$ cat src/cvam_pkg.sv
// Constants and types for the converter alarm manager.
// Assumes a single 200 MHz control clock and a power-on reset.
// Notes on behaviour
// Any active alarm drops fault_output; the lowest-index active alarm shows its code on the display.
// Power cycle clears every alarm; power-on starts with nothing latched.
// Only A.10, A.30, A.33, A.45, A.50, A.51 clear by key or fault_clear_input.
// A.30, A.45, A.50, A.51 also clear by host error-reset command.
// Control power lost longer than 60ms raises A.10.
// Parameter memory writes past 100,000 raise A.15.
// Warnings shown: A.91, A.E0, A.E1, A.E6, A.E8.
// Other alarm codes: A.12, A.15, A.17, A.19, A.37, A.38, A.39, A.3A, A.47, 888.
// Host should wait about 30 minutes cooling before resetting thermal alarms.
// A raised alarm stays latched with its code until a permitted clear.
package cvam_pkg;
    localparam int CLK_MHZ = 200;
    localparam int PWR_LOSS_MS = 60;
    localparam int PWR_LOSS_CYCLES = PWR_LOSS_MS * 1000 * CLK_MHZ;
    localparam int NVM_WRITE_LIMIT = 100000;
    localparam int NUM_ALARMS = 16;
    localparam int NUM_WARNS = 5;
    localparam logic [11:0] CODE_NONE = 12'h000;

    // Display codes, index order is also priority order (lowest wins)
    localparam logic [11:0] ALARM_CODE [NUM_ALARMS] = '{
        12'h010, 12'h012, 12'h015, 12'h017, 12'h019, 12'h030, 12'h033, 12'h037,
        12'h038, 12'h039, 12'h03a, 12'h045, 12'h047, 12'h050, 12'h051, 12'h888};
    // Cleared by reset key or fault_clear_input
    localparam logic [NUM_ALARMS-1:0] KEY_CLEAR_MASK = 16'h6861;
    // Cleared by host error-reset command
    localparam logic [NUM_ALARMS-1:0] HOST_CLEAR_MASK = 16'h6820;
    localparam logic [11:0] WARN_CODE [NUM_WARNS] = '{
        12'h091, 12'h0e0, 12'h0e1, 12'h0e6, 12'h0e8};

    // Alarm index names
    localparam int IDX_UNDERVOLT = 0;
    localparam int IDX_NVM = 2;

    typedef struct packed {
        logic [NUM_ALARMS-1:0] alarm;
        logic [NUM_WARNS-1:0] warn;
    } cvam_det_t;

    typedef struct packed {
        logic is_alarm;
        logic is_warn;
        logic [11:0] code;
    } cvam_disp_t;
endpackage

$ cat src/cvam_sync.sv
// Two-stage synchroniser for a vector of asynchronous levels.
// Assumes inputs are quasi-static relative to clk.
`timescale 1ns/1ps
module cvam_sync #(
    parameter int W = 1
) (
    input wire logic clk,
    input wire logic rst_n,
    input wire logic [W-1:0] d,
    output logic [W-1:0] q
);
    logic [W-1:0] meta;

    // First stage feeds only the second stage
    always_ff @(posedge clk or negedge rst_n) begin
        if (!rst_n) begin
            meta <= '0;
            q <= '0;
        end else begin
            meta <= d;
            q <= meta;
        end
    end
endmodule

$ cat src/cvam_top.sv
// Alarm latching, clearing and display code selection for the converter.
// Raw monitor levels become latched alarms; each clear source may release only
// the alarms it is allowed to, and the display shows one code at a time.
// Assumes monitor, power, write and clear inputs are asynchronous levels,
// and that rst_n is the power-on reset, the one event that clears every alarm.
`timescale 1ns/1ps
module cvam_top #(
    parameter int PWR_LOSS_CYCLES = cvam_pkg::PWR_LOSS_CYCLES,
    parameter int NVM_WRITE_LIMIT = cvam_pkg::NVM_WRITE_LIMIT
) (
    input wire logic clk,
    input wire logic rst_n,
    input wire cvam_pkg::cvam_det_t det_in,
    input wire logic ctrl_power_ok,
    input wire logic nvm_write,
    input wire logic reset_key,
    input wire logic fault_clear_input,
    input wire logic host_err_reset,
    output logic fault_output,
    output cvam_pkg::cvam_disp_t disp
);
    // Synchronised bundle: the monitors plus five control levels
    localparam int IW = cvam_pkg::NUM_ALARMS + cvam_pkg::NUM_WARNS + 5;
    // Bundle layout, msb first: monitors, power ok, write, key, clear input, host reset

    // Synchronised copies of the pins
    logic [IW-1:0] sync_q;
    cvam_pkg::cvam_det_t det;
    logic pwr_ok;
    logic nvm_wr;
    logic key;
    logic clr_in;
    logic host_rst;

    // Delayed copies for edge detection, and the one-cycle pulses
    logic nvm_wr_d;
    logic key_d;
    logic clr_in_d;
    logic host_d;
    logic nvm_rise;
    logic key_rise;
    logic clr_in_rise;
    logic host_rise;
    logic local_clear;

    // Internally derived alarm sources
    logic [31:0] loss_cnt;
    logic [16:0] nvm_cnt;
    logic uv_trip;
    logic nvm_trip;

    // Alarm latch and what feeds it
    logic [cvam_pkg::NUM_ALARMS-1:0] raise;
    logic [cvam_pkg::NUM_ALARMS-1:0] clear_key;
    logic [cvam_pkg::NUM_ALARMS-1:0] clear_host;
    logic [cvam_pkg::NUM_ALARMS-1:0] latched;
    logic any_latched;

    // Display selection
    cvam_pkg::cvam_disp_t next_disp;

    // All pins arrive from outside the clock domain and pass two flops first.
    // Power reads as lost for two cycles after reset, far below the limit.
    cvam_sync #(.W(IW)) u_sync (
        .clk(clk),
        .rst_n(rst_n),
        .d({det_in, ctrl_power_ok, nvm_write, reset_key, fault_clear_input, host_err_reset}),
        .q(sync_q)
    );

    // Unpack in the order the bundle was packed above
    assign det = sync_q[IW-1:5];
    assign pwr_ok = sync_q[4];
    assign nvm_wr = sync_q[3];
    assign key = sync_q[2];
    assign clr_in = sync_q[1];
    assign host_rst = sync_q[0];

    // Counts cycles of missing control power; restarts when power returns.
    // Stops one past the limit so a long outage never wraps it back to zero.
    // Dips up to the limit are ridden through without any alarm.
    always_ff @(posedge clk or negedge rst_n) begin
        if (!rst_n) begin
            loss_cnt <= '0;
        end else if (pwr_ok) begin
            loss_cnt <= '0;
        end else if (loss_cnt <= 32'(PWR_LOSS_CYCLES)) begin
            loss_cnt <= loss_cnt + 32'h1;
        end
    end

    // Undervoltage once the outage lasts longer than the limit
    assign uv_trip = loss_cnt > 32'(PWR_LOSS_CYCLES);

    // Write strobe delay; a write held high counts once
    always_ff @(posedge clk or negedge rst_n) begin
        if (!rst_n) begin
            nvm_wr_d <= 1'b0;
        end else begin
            nvm_wr_d <= nvm_wr;
        end
    end
    assign nvm_rise = nvm_wr && !nvm_wr_d;

    // Cumulative parameter memory writes, saturating one past the limit.
    // Kept in plain flops, so a power-on restarts the count from zero.
    // The limit is a parameter only so a short run can reach it; keep it below 2^17 - 1.
    always_ff @(posedge clk or negedge rst_n) begin
        if (!rst_n) begin
            nvm_cnt <= '0;
        end else if (nvm_rise && nvm_cnt <= 17'(NVM_WRITE_LIMIT)) begin
            nvm_cnt <= nvm_cnt + 17'h1;
        end
    end

    // Memory worn out once the count has passed the limit
    assign nvm_trip = nvm_cnt > 17'(NVM_WRITE_LIMIT);

    // Raise conditions: monitors plus the two internally derived alarms
    always_comb begin
        raise = det.alarm;
        if (uv_trip) begin
            raise[cvam_pkg::IDX_UNDERVOLT] = 1'b1;
        end
        if (nvm_trip) begin
            raise[cvam_pkg::IDX_NVM] = 1'b1;
        end
    end

    // Reset key delay
    always_ff @(posedge clk or negedge rst_n) begin
        if (!rst_n) begin
            key_d <= 1'b0;
        end else begin
            key_d <= key;
        end
    end

    // Clear input delay
    always_ff @(posedge clk or negedge rst_n) begin
        if (!rst_n) begin
            clr_in_d <= 1'b0;
        end else begin
            clr_in_d <= clr_in;
        end
    end

    // Host command delay
    always_ff @(posedge clk or negedge rst_n) begin
        if (!rst_n) begin
            host_d <= 1'b0;
        end else begin
            host_d <= host_rst;
        end
    end

    // Clear requests act on their rising edge only, so a held key clears once
    assign key_rise = key && !key_d;
    assign clr_in_rise = clr_in && !clr_in_d;
    assign host_rise = host_rst && !host_d;
    // Panel key and clear input share one permission set
    assign local_clear = key_rise || clr_in_rise;

    // Which alarms each clear pulse may release
    assign clear_key = local_clear ? cvam_pkg::KEY_CLEAR_MASK : '0;
    assign clear_host = host_rise ? cvam_pkg::HOST_CLEAR_MASK : '0;

    // One latch per alarm. A raise in the clear cycle wins, so a clear sent while
    // the cause is still present leaves the alarm standing. Alarms outside both
    // masks have no clear path here and fall only to the power-on reset.
    for (genvar a = 0; a < cvam_pkg::NUM_ALARMS; a++) begin : g_latch
        logic hold;

        always_ff @(posedge clk or negedge rst_n) begin
            if (!rst_n) begin
                hold <= 1'b0;
            end else if (raise[a]) begin
                hold <= 1'b1;
            end else if (clear_key[a] || clear_host[a]) begin
                hold <= 1'b0;
            end
        end
        assign latched[a] = hold;
    end

    // Any latched alarm pulls the trouble output low
    assign any_latched = |latched;

    // Lowest-index latched alarm first, otherwise the first live warning.
    // Warnings are not latched: they show only while their level stands.
    // The panel has room for one code, so the ranking is a local choice.
    always_comb begin
        next_disp = '{is_alarm: 1'b0, is_warn: 1'b0, code: cvam_pkg::CODE_NONE};
        for (int w = cvam_pkg::NUM_WARNS - 1; w >= 0; w--) begin
            if (det.warn[w]) begin
                next_disp = '{is_alarm: 1'b0, is_warn: 1'b1, code: cvam_pkg::WARN_CODE[w]};
            end
        end
        for (int a = cvam_pkg::NUM_ALARMS - 1; a >= 0; a--) begin
            if (latched[a]) begin
                next_disp = '{is_alarm: 1'b1, is_warn: 1'b0, code: cvam_pkg::ALARM_CODE[a]};
            end
        end
    end

    // Trouble output, high means healthy
    always_ff @(posedge clk or negedge rst_n) begin
        if (!rst_n) begin
            fault_output <= 1'b1;
        end else begin
            fault_output <= ~any_latched;
        end
    end

    // Display register, updated in step with the trouble output
    always_ff @(posedge clk or negedge rst_n) begin
        if (!rst_n) begin
            disp <= '0;
        end else begin
            disp <= next_disp;
        end
    end
endmodule

$ cat config.mk
export PLATFORM = sky130hd
export DESIGN_NAME = cvam_top
export DESIGN_NICKNAME = d
export VERILOG_FILES = /design/src/cvam_pkg.sv /design/src/cvam_sync.sv /design/src/cvam_top.sv
export SDC_FILE = /design/constraint.sdc
export NUM_CORES = 1
export LEC_CHECK = 0
export BUFFER_PORTS_ARGS = -buffer_cell sky130_fd_sc_hd__buf_2
export CAP_MARGIN = 20
export CORE_MARGIN = 8
export CORE_UTILIZATION = 58
export CTS_BUF_LIST = sky130_fd_sc_hd__clkbuf_4 sky130_fd_sc_hd__clkbuf_8 sky130_fd_sc_hd__clkbuf_16
export DETAILED_ROUTE_END_ITERATION = 12
export GPL_TIMING_DRIVEN = 0
export PLACE_DENSITY_LB_ADDON = 0.2
export SYNTH_ARGS = -nofsm -noshare
export SYNTH_HDL_FRONTEND = slang
export SYNTH_SLANG_ARGS = --single-unit
$ cat constraint.sdc
create_clock -name clk -period 2.5 [get_ports clk]
set_input_delay 0.125 -clock clk [delete_from_list [all_inputs] [get_ports clk]]
set_output_delay 0.125 -clock clk [all_outputs]
set_load 0.005 [all_outputs]
==> impl_metrics.json, run 1 <==
{
  "dieWidth_um": 109,
  "die_area_um2": 11800,
  "place_ws_ns": 0.148,
  "hpwl_um": 6040,
  "p_per_area_nw_per_um2": 804,
  "post_synth_instance_area_um2": 4990,
  "antenna_found_initial": 0,
  "grt_max_degree": 101,
  "cap_violations": 0,
  "cts_tree": "yes",
  "ios": 43,
  "crit_fanout": 4,
  "area.growth.synth_to_final_pct": 25.0,
  "p_seq_share_pct": 46.5,
  "r2r_start": "nvm_cnt[0]",
  "tightest_slew_ns": 0.756,
  "hold_viol": 0,
  "fin_worst_skew_ns": 0.0119,
  "holdWs_ns": 0.0461,
  "port_buffers": 39,
  "insertion_delay_ns": 0.52,
  "intPower_mw": 3.93,
  "cp-start-kind": "flop",
  "p_clk_share_pct": 48.6,
  "p_leak_nw": 2.83,
  "antennaDiodeCount": 0,
  "layout-drive-gt1-share_pct": 18.2,
  "cp.required_ns": 2.94,
  "fin_ws_ns": 0.168,
  "wl_um": 9830,
  "mostFrequentLayoutCells": "dfrtp_1 (132), nor2_1 (41), buf_2 (39), dlygate4sd3_1 (27), nand2_1 (26)",
  "dr.pass1.iters": 4,
  "final_area_um2": 6240,
  "async_flop_share_pct": 100,
  "track_usage_pct": 18.2,
  "drt_first_iter_violations": 136,
  "start_util_pct": 58.4,
  "cp-end-kind": "flop",
  "final_common_cell": "dfrtp_1",
  "vias": 3350,
  "setup_viol": 0,
  "clk_pin_slew_worst_paths_ns": 0.06,
  "cts_made_buffers": 17,
  "synth_warnings": 0,
  "p_total_mw": 5.02,
  "grt_setup_unrepaired": "false",
  "place_congestion": 0.836,
  "n_fill_cell": 552,
  "min-delay-path-class": "primary input to async pin",
  "final-seq-area_um2": 3330,
  "grt_pass1_vias": 3452,
  "tns_ns": 0,
  "fp-row-count": 34,
  "ant_nets": 0,
  "p_sw_mw": 1.09,
  "worstSetupPathType": "flop to flop",
  "synth_ff_type": "dfrtp_1",
  "syn_avg_cell_area_um2": 12.2,
  "remaining_drc_errors": 0,
  "ir_drop_uv": 615,
  "vias_per_cell": 5.42,
  "relSlewSlack_pct": 49.5,
  "nets": 529,
  "placed_area_um2": 5360,
  "switching_share_pct": 21.7,
  "drv_slew": 0,
  "routedWlPerCell_um": 15.9,
  "core_um2": 8550,
  "cts-root-buf": "clkbuf_8",
  "dieHeight_um": 109,
  "grt_pass1_wl_um": 16500,
  "synth_seq_area_share_pct": 66.7,
  "gr-total-overflow": 0,
  "synth_enable_flop_cells": 0,
  "synth-seq-cells": 133,
  "netlist_instances": 409,
  "outcome": "completed",
  "clock_sinks": 133,
  "finalCritPeriodShare_pct": 93.3,
  "comb_power_share_pct": 4.9,
  "layout_min_cycle_time_ns": 2.33,
  "cts_buffer_depth": 2,
  "h-tree-depth": 4,
  "fmax_ghz": 0.429,
  "multi_input_area_um2": 1590,
  "critPathArrivalTime_ns": 2.78,
  "crit_start": "nvm_cnt[0]",
  "synth_cell_type_count": 50
}
## Yosys cell counts (2+ instances only)
cell type,n,area (um^2)
nand2b_1,3,18.8
nor2_2,2,12.5
or4_1,2,15.0
a21oi_1,10,50.1
dfrtp_1,132,3300
nand3_1,16,80.1
buf_4,3,22.5
nor2b_1,10,62.6
and2_1,3,18.8
and4_1,4,35.0
a21o_1,6,45.0
or2_2,9,56.3
a311oi_1,2,17.5
nor4_1,8,50.1
a21boi_0,2,15.0
o21ai_0,7,35.0
and3_1,10,62.6
nor3_1,8,40.0
a211oi_1,2,15.0
nand2_1,26,97.6
nor2_1,41,154
a31oi_1,2,12.5
nor4b_2,2,30.0
a2111oi_0,2,17.5
or3_1,4,25.0
ha_1,4,50.1
nand4_1,16,100
inv_1,14,52.6
xnor2_1,13,114
xor2_1,22,193
clkbuf_1,5,18.8
## per-stage QoR
step	utilization, %	cells
after floorplan	-	411
after global placement	62.3	558
after detailed placement	62.7	559
after CTS	72.8	618
after global routing	73.0	618
final	73.0	618
## cells by family after synthesis
group,synth area share (%)
adders and majority gates,1.00
other,0.0751
DFF,66.7
xor gates and xnor gates,6.14
AOI/OAI and AO/OA,5.79
buffers and inverters,1.98
and+or+nand+nor,18.3
## power by group through the flow
stage	logic [mW]	clock network (mW)	registers, mW
floorplan	0.115	0	2.35
global placement	0.195	0	2.37
detailed placement	0.210	0	2.37
CTS	0.244	2.47	2.33
global route	0.285	2.57	2.35
finish	0.246	2.44	2.33
## flip-flops by register name, indices dropped and copies added, names as in the netlist
register,flops
nvm_wr_d,1
host_d,1
nvm_cnt,17
loss_cnt,32
u_sync.meta,26
g_latch.hold,16
u_sync.q,26
clr_in_d,1
disp,11
key_d,1
fault_output,1
## final cells by class
class,instances,share of cell area (%)
timing repair buffer,67,8.00
sequential,133,53.4
clock buffer,24,7.88
inverter,14,0.842
clock inverter,8,1.60
multi-input combinational,255,25.4
tap,108,2.17
buffer,9,0.742
## metal layers
metal / GRT usage [%] / vias to the layer above / share of wire, %
met4: 6.16 / 0 / 1.5
met3: 6.15 / 21 / 5.4
met1: 21.6 / 1640 / 42
met2: 30.5 / 110 / 51
li1: - / 1579 / -
met5: 0 / - / 0
## critical path: stages, from the launching register on
cell and delay (ns):
dfrtp_1 0.41, inv_1 0.10, ha_1 0.17, nor4bb_4 0.30, nand4_1 0.18, a31o_1 0.25
or4_4 0.58, nor2_2 0.11, xor2_1 0.15
## timing repair
| item | 4_1_cts | 5_1_grt |
|---|---|---|
| resized for setup | 0 | 2 |
| setup buffers | 0 | 0 |
| hold buffers | 27 | 0 |
| hold endpoints to repair | 159 | 0 |
| setup endpoints to repair | 0 | 2 |
## final timing paths
path	end	slack (ns)	cells after the start
setup / recovery	nvm_cnt[15]	0.17	8
hold / removal	disp[12]	0.05	2
setup reg to reg	nvm_cnt[15]	0.17	8
hold reg to reg	u_sync.q[11]	0.34	0
max in group asynchronous	g_latch[0].hold	1.68	3
min in group clk	u_sync.meta[1]	0.24	2
Note: power is estimated with default switching activity, not from simulation.
==> inputs of run 2 (changes only) <==
Settings changed: ABC_AREA from default to 1, CORE_UTILIZATION 58 to 59.
==> run 2 against run 1 <==
Synthesized area is 9.2% higher. First-iteration DRC count is 110% higher. Global-route usage is 0.78 points higher. Clock skew is 0.0015 ns lower. Critical endpoint is now loss_cnt[20]. Largest power group unchanged.
==> impl_metrics.json, run 2 <==
{
  "synth-seq-cells": 133,
  "p_clk_share_pct": 48.8,
  "p_per_area_nw_per_um2": 759,
  "path_cells": "ha_1 -> nand3_1 -> nor2_1 -> nand3_1 -> nor3_1 -> nand3_1 -> nand2_1 -> nor2_1",
  "drv_slew": 0,
  "synthTopCellsByArea": "dfrtp_1 (61%), nand2_1 (7.2%), nor2_1 (5.2%), inv_1 (4.9%), nand3_1 (3.1%)",
  "cp-start-kind": "flop",
  "track_usage_pct": 19.0,
  "hold_viol": 0,
  "utilization_pct": 73.5,
  "fmax_ghz": 0.477,
  "dieHeight_um": 112,
  "fp-row-count": 35,
  "yosys-top-cells-count": "dfrtp_1 (132), nand2_1 (105), nor2_1 (75), inv_1 (71), nand3_1 (34)",
  "placed_area_um2": 5820,
  "clock_sinks": 133,
  "h-tree-depth": 4,
  "start_util_pct": 59.8,
  "ant_nets": 0,
  "largest_reg_flops": 32,
  "grt_max_degree": 91,
  "synth_warnings": 0,
  "p_sw_mw": 1.12,
  "remaining_drc_errors": 0,
  "final_common_cell": "dfrtp_1",
  "relSlewSlack_pct": 65.6,
  "finalCritPeriodShare_pct": 83.9,
  "clk_pin_slew_worst_paths_ns": 0.06,
  "die_area_um2": 12600,
  "syn_avg_cell_area_um2": 9.51,
  "port_buffers": 39,
  "core_um2": 9110,
  "yosysTopAreaCell": "dfrtp_1",
  "synth_cell_type_count": 33,
  "grt_pass1_wl_um": 19200,
  "netlist_instances": 573,
  "p_seq_share_pct": 45.6,
  "routedWlPerCell_um": 14.4,
  "tightest_slew_ns": 0.514,
  "post_cts_buffers": 0,
  "layout_min_cycle_time_ns": 2.10,
  "regMostFlops": "loss_cnt",
  "cts_buffer_depth": 2,
  "cp_slowest_stage_delay_ns": 0.44,
  "critPathArrivalTime_ns": 2.49,
  "insertion_delay_ns": 0.51,
  "reg2reg_depth": 8,
  "antennaDiodeCount": 0,
  "layout-drive-gt1-share_pct": 15.3,
  "cts-root-buf": "clkbuf_8",
  "reg_top3": "loss_cnt: 32 flops, u_sync.meta: 26 flops, u_sync.q: 26 flops",
  "place_ws_ns": 0.471,
  "cts_tree": "yes",
  "drt_first_iter_violations": 289,
  "instances_no_fill": 784,
  "intPower_mw": 3.96,
  "hpwl_um": 7250,
  "synth_most_common_cell": "dfrtp_1",
  "worstSetupPathType": "flop to flop",
  "ios": 43,
  "dp_cells": 726,
  "setup_viol": 0,
  "slowest_stage": "nor2_1",
  "synth_enable_flop_cells": 0,
  "switching_share_pct": 22.0,
  "ir_drop_uv": 650,
  "dieWidth_um": 112,
  "path_common_cell": "nand3_1",
  "vias": 4123,
  "cts_made_buffers": 17,
  "grt_pass1_vias": 4075,
  "synth_ff_type": "dfrtp_1",
  "crit_fanout": 5,
  "synth_seq_area_share_pct": 61.1,
  "cp-end-kind": "flop",
  "cp.required_ns": 2.89,
  "area.growth.synth_to_final_pct": 23.0,
  "p_total_mw": 5.08,
  "p_leak_nw": 3.17,
  "final_area_um2": 6700,
  "synth_top_area_share_pct": 60.6,
  "met3_usage_pct": 5.48,
  "async_flop_share_pct": 100,
  "nets": 693,
  "place_congestion": 0.913,
  "mostFrequentLayoutCells": "dfrtp_1 (132), nand2_1 (105), nor2_1 (75), inv_1 (71), buf_2 (42)",
  "dr.pass1.iters": 5,
  "vias_per_cell": 5.26,
  "gr-total-overflow": 0,
  "antenna_found_initial": 0,
  "grt_setup_unrepaired": "false",
  "comb_power_share_pct": 5.5,
  "fin_worst_skew_ns": 0.0104,
  "wl_um": 11300,
  "met2_usage_pct": 30.1,
  "fin_ws_ns": 0.402,
  "min-delay-path-class": "primary input to async pin",
  "outcome": "completed",
  "cap_violations": 0,
  "use_met1_pct": 24.1,
  "post_synth_instance_area_um2": 5450,
  "busiest_layer": "met2"
}
==> run 2: cell types whose count changed in the layout (fill, tap and decap cells not counted), sizes merged, moves of 15 or more <==
| cell | change |
|---|---|
| o21ai | +20 |
| nor3 | +15 |
| nor2 | +35 |
| nand3 | +18 |
| nand2 | +81 |
| inv | +62 |
==> run 2: metrics by stage <==
step / hold WS [ns] / TNS [ns]
global route: 0.141 / 0
finish: 0.102 / 0
detailed placement: 0.0656 / 0
floorplan: -0.171 / 0
CTS: 0.0893 / 0
global placement: 0.232 / -38.84
==> run 2: power groups by stage <==
stage | sequential, mW | combinational, mW | clock [mW]
2_1_floorplan | 2.34 | 0.143 | 0
3_3_place_gp | 2.35 | 0.229 | 0
3_5_place_dp | 2.35 | 0.247 | 0
4_1_cts | 2.32 | 0.281 | 2.53
5_1_grt | 2.33 | 0.322 | 2.62
6_report | 2.32 | 0.282 | 2.48
==> run 2: layer usage <==
| metal | wire length (um) | share of wire, % |
|---|---|---|
| met1 | 5090 | 45 |
| met2 | 5440 | 48 |
| met4 | 174 | 1.5 |
| met5 | 0 | 0 |
| met3 | 605 | 5.3 |
==> run 2: worst paths after layout <==
check	to	start	slack (ns)
max	loss_cnt[20]	loss_cnt[0]	0.40
min	g_latch[10].hold	rst_n	0.10
max reg2reg	loss_cnt[20]	loss_cnt[0]	0.40
min reg2reg	u_sync.q[4]	u_sync.meta[4]	0.35
max in group asynchronous	u_sync.meta[0]	rst_n	1.64
min in group clk	u_sync.meta[3]	nvm_write	0.25
==> run 2: cell type report <==
type	count	area, um^2
sequential	133	3330
fill	639	2410
multi-input combinational	354	1760
timing repair buffer	67	499
clock buffer	20	455
inverter	76	285
clock inverter	11	150
tap	111	139
buffer	12	76.3
==> run 2: critical path, delay by kind of cell, from the launching register on <==
kind          cells  cell delay (ns)
simple gates      7             1.31
fa+ha+maj         1             0.24
flops             1             0.41
==> run 2: cell families after synthesis <==
kind of cell | count (synthesis) | share of synthesized area (%)
AOI/OAI and AO/OA | 52 | 5.65
adders and majority gates | 4 | 0.919
DFF | 133 | 61.1
buffers and inverters | 88 | 6.64
xor gates and xnor gates | 23 | 3.70
other | 1 | 0.0688
and+or+nand+nor | 272 | 21.9
==> run 2: what timing repair did <==
item	4_1_cts	5_1_grt
resized for setup	0	0
hold buffers	27	0
endpoints found under the hold margin	159	0
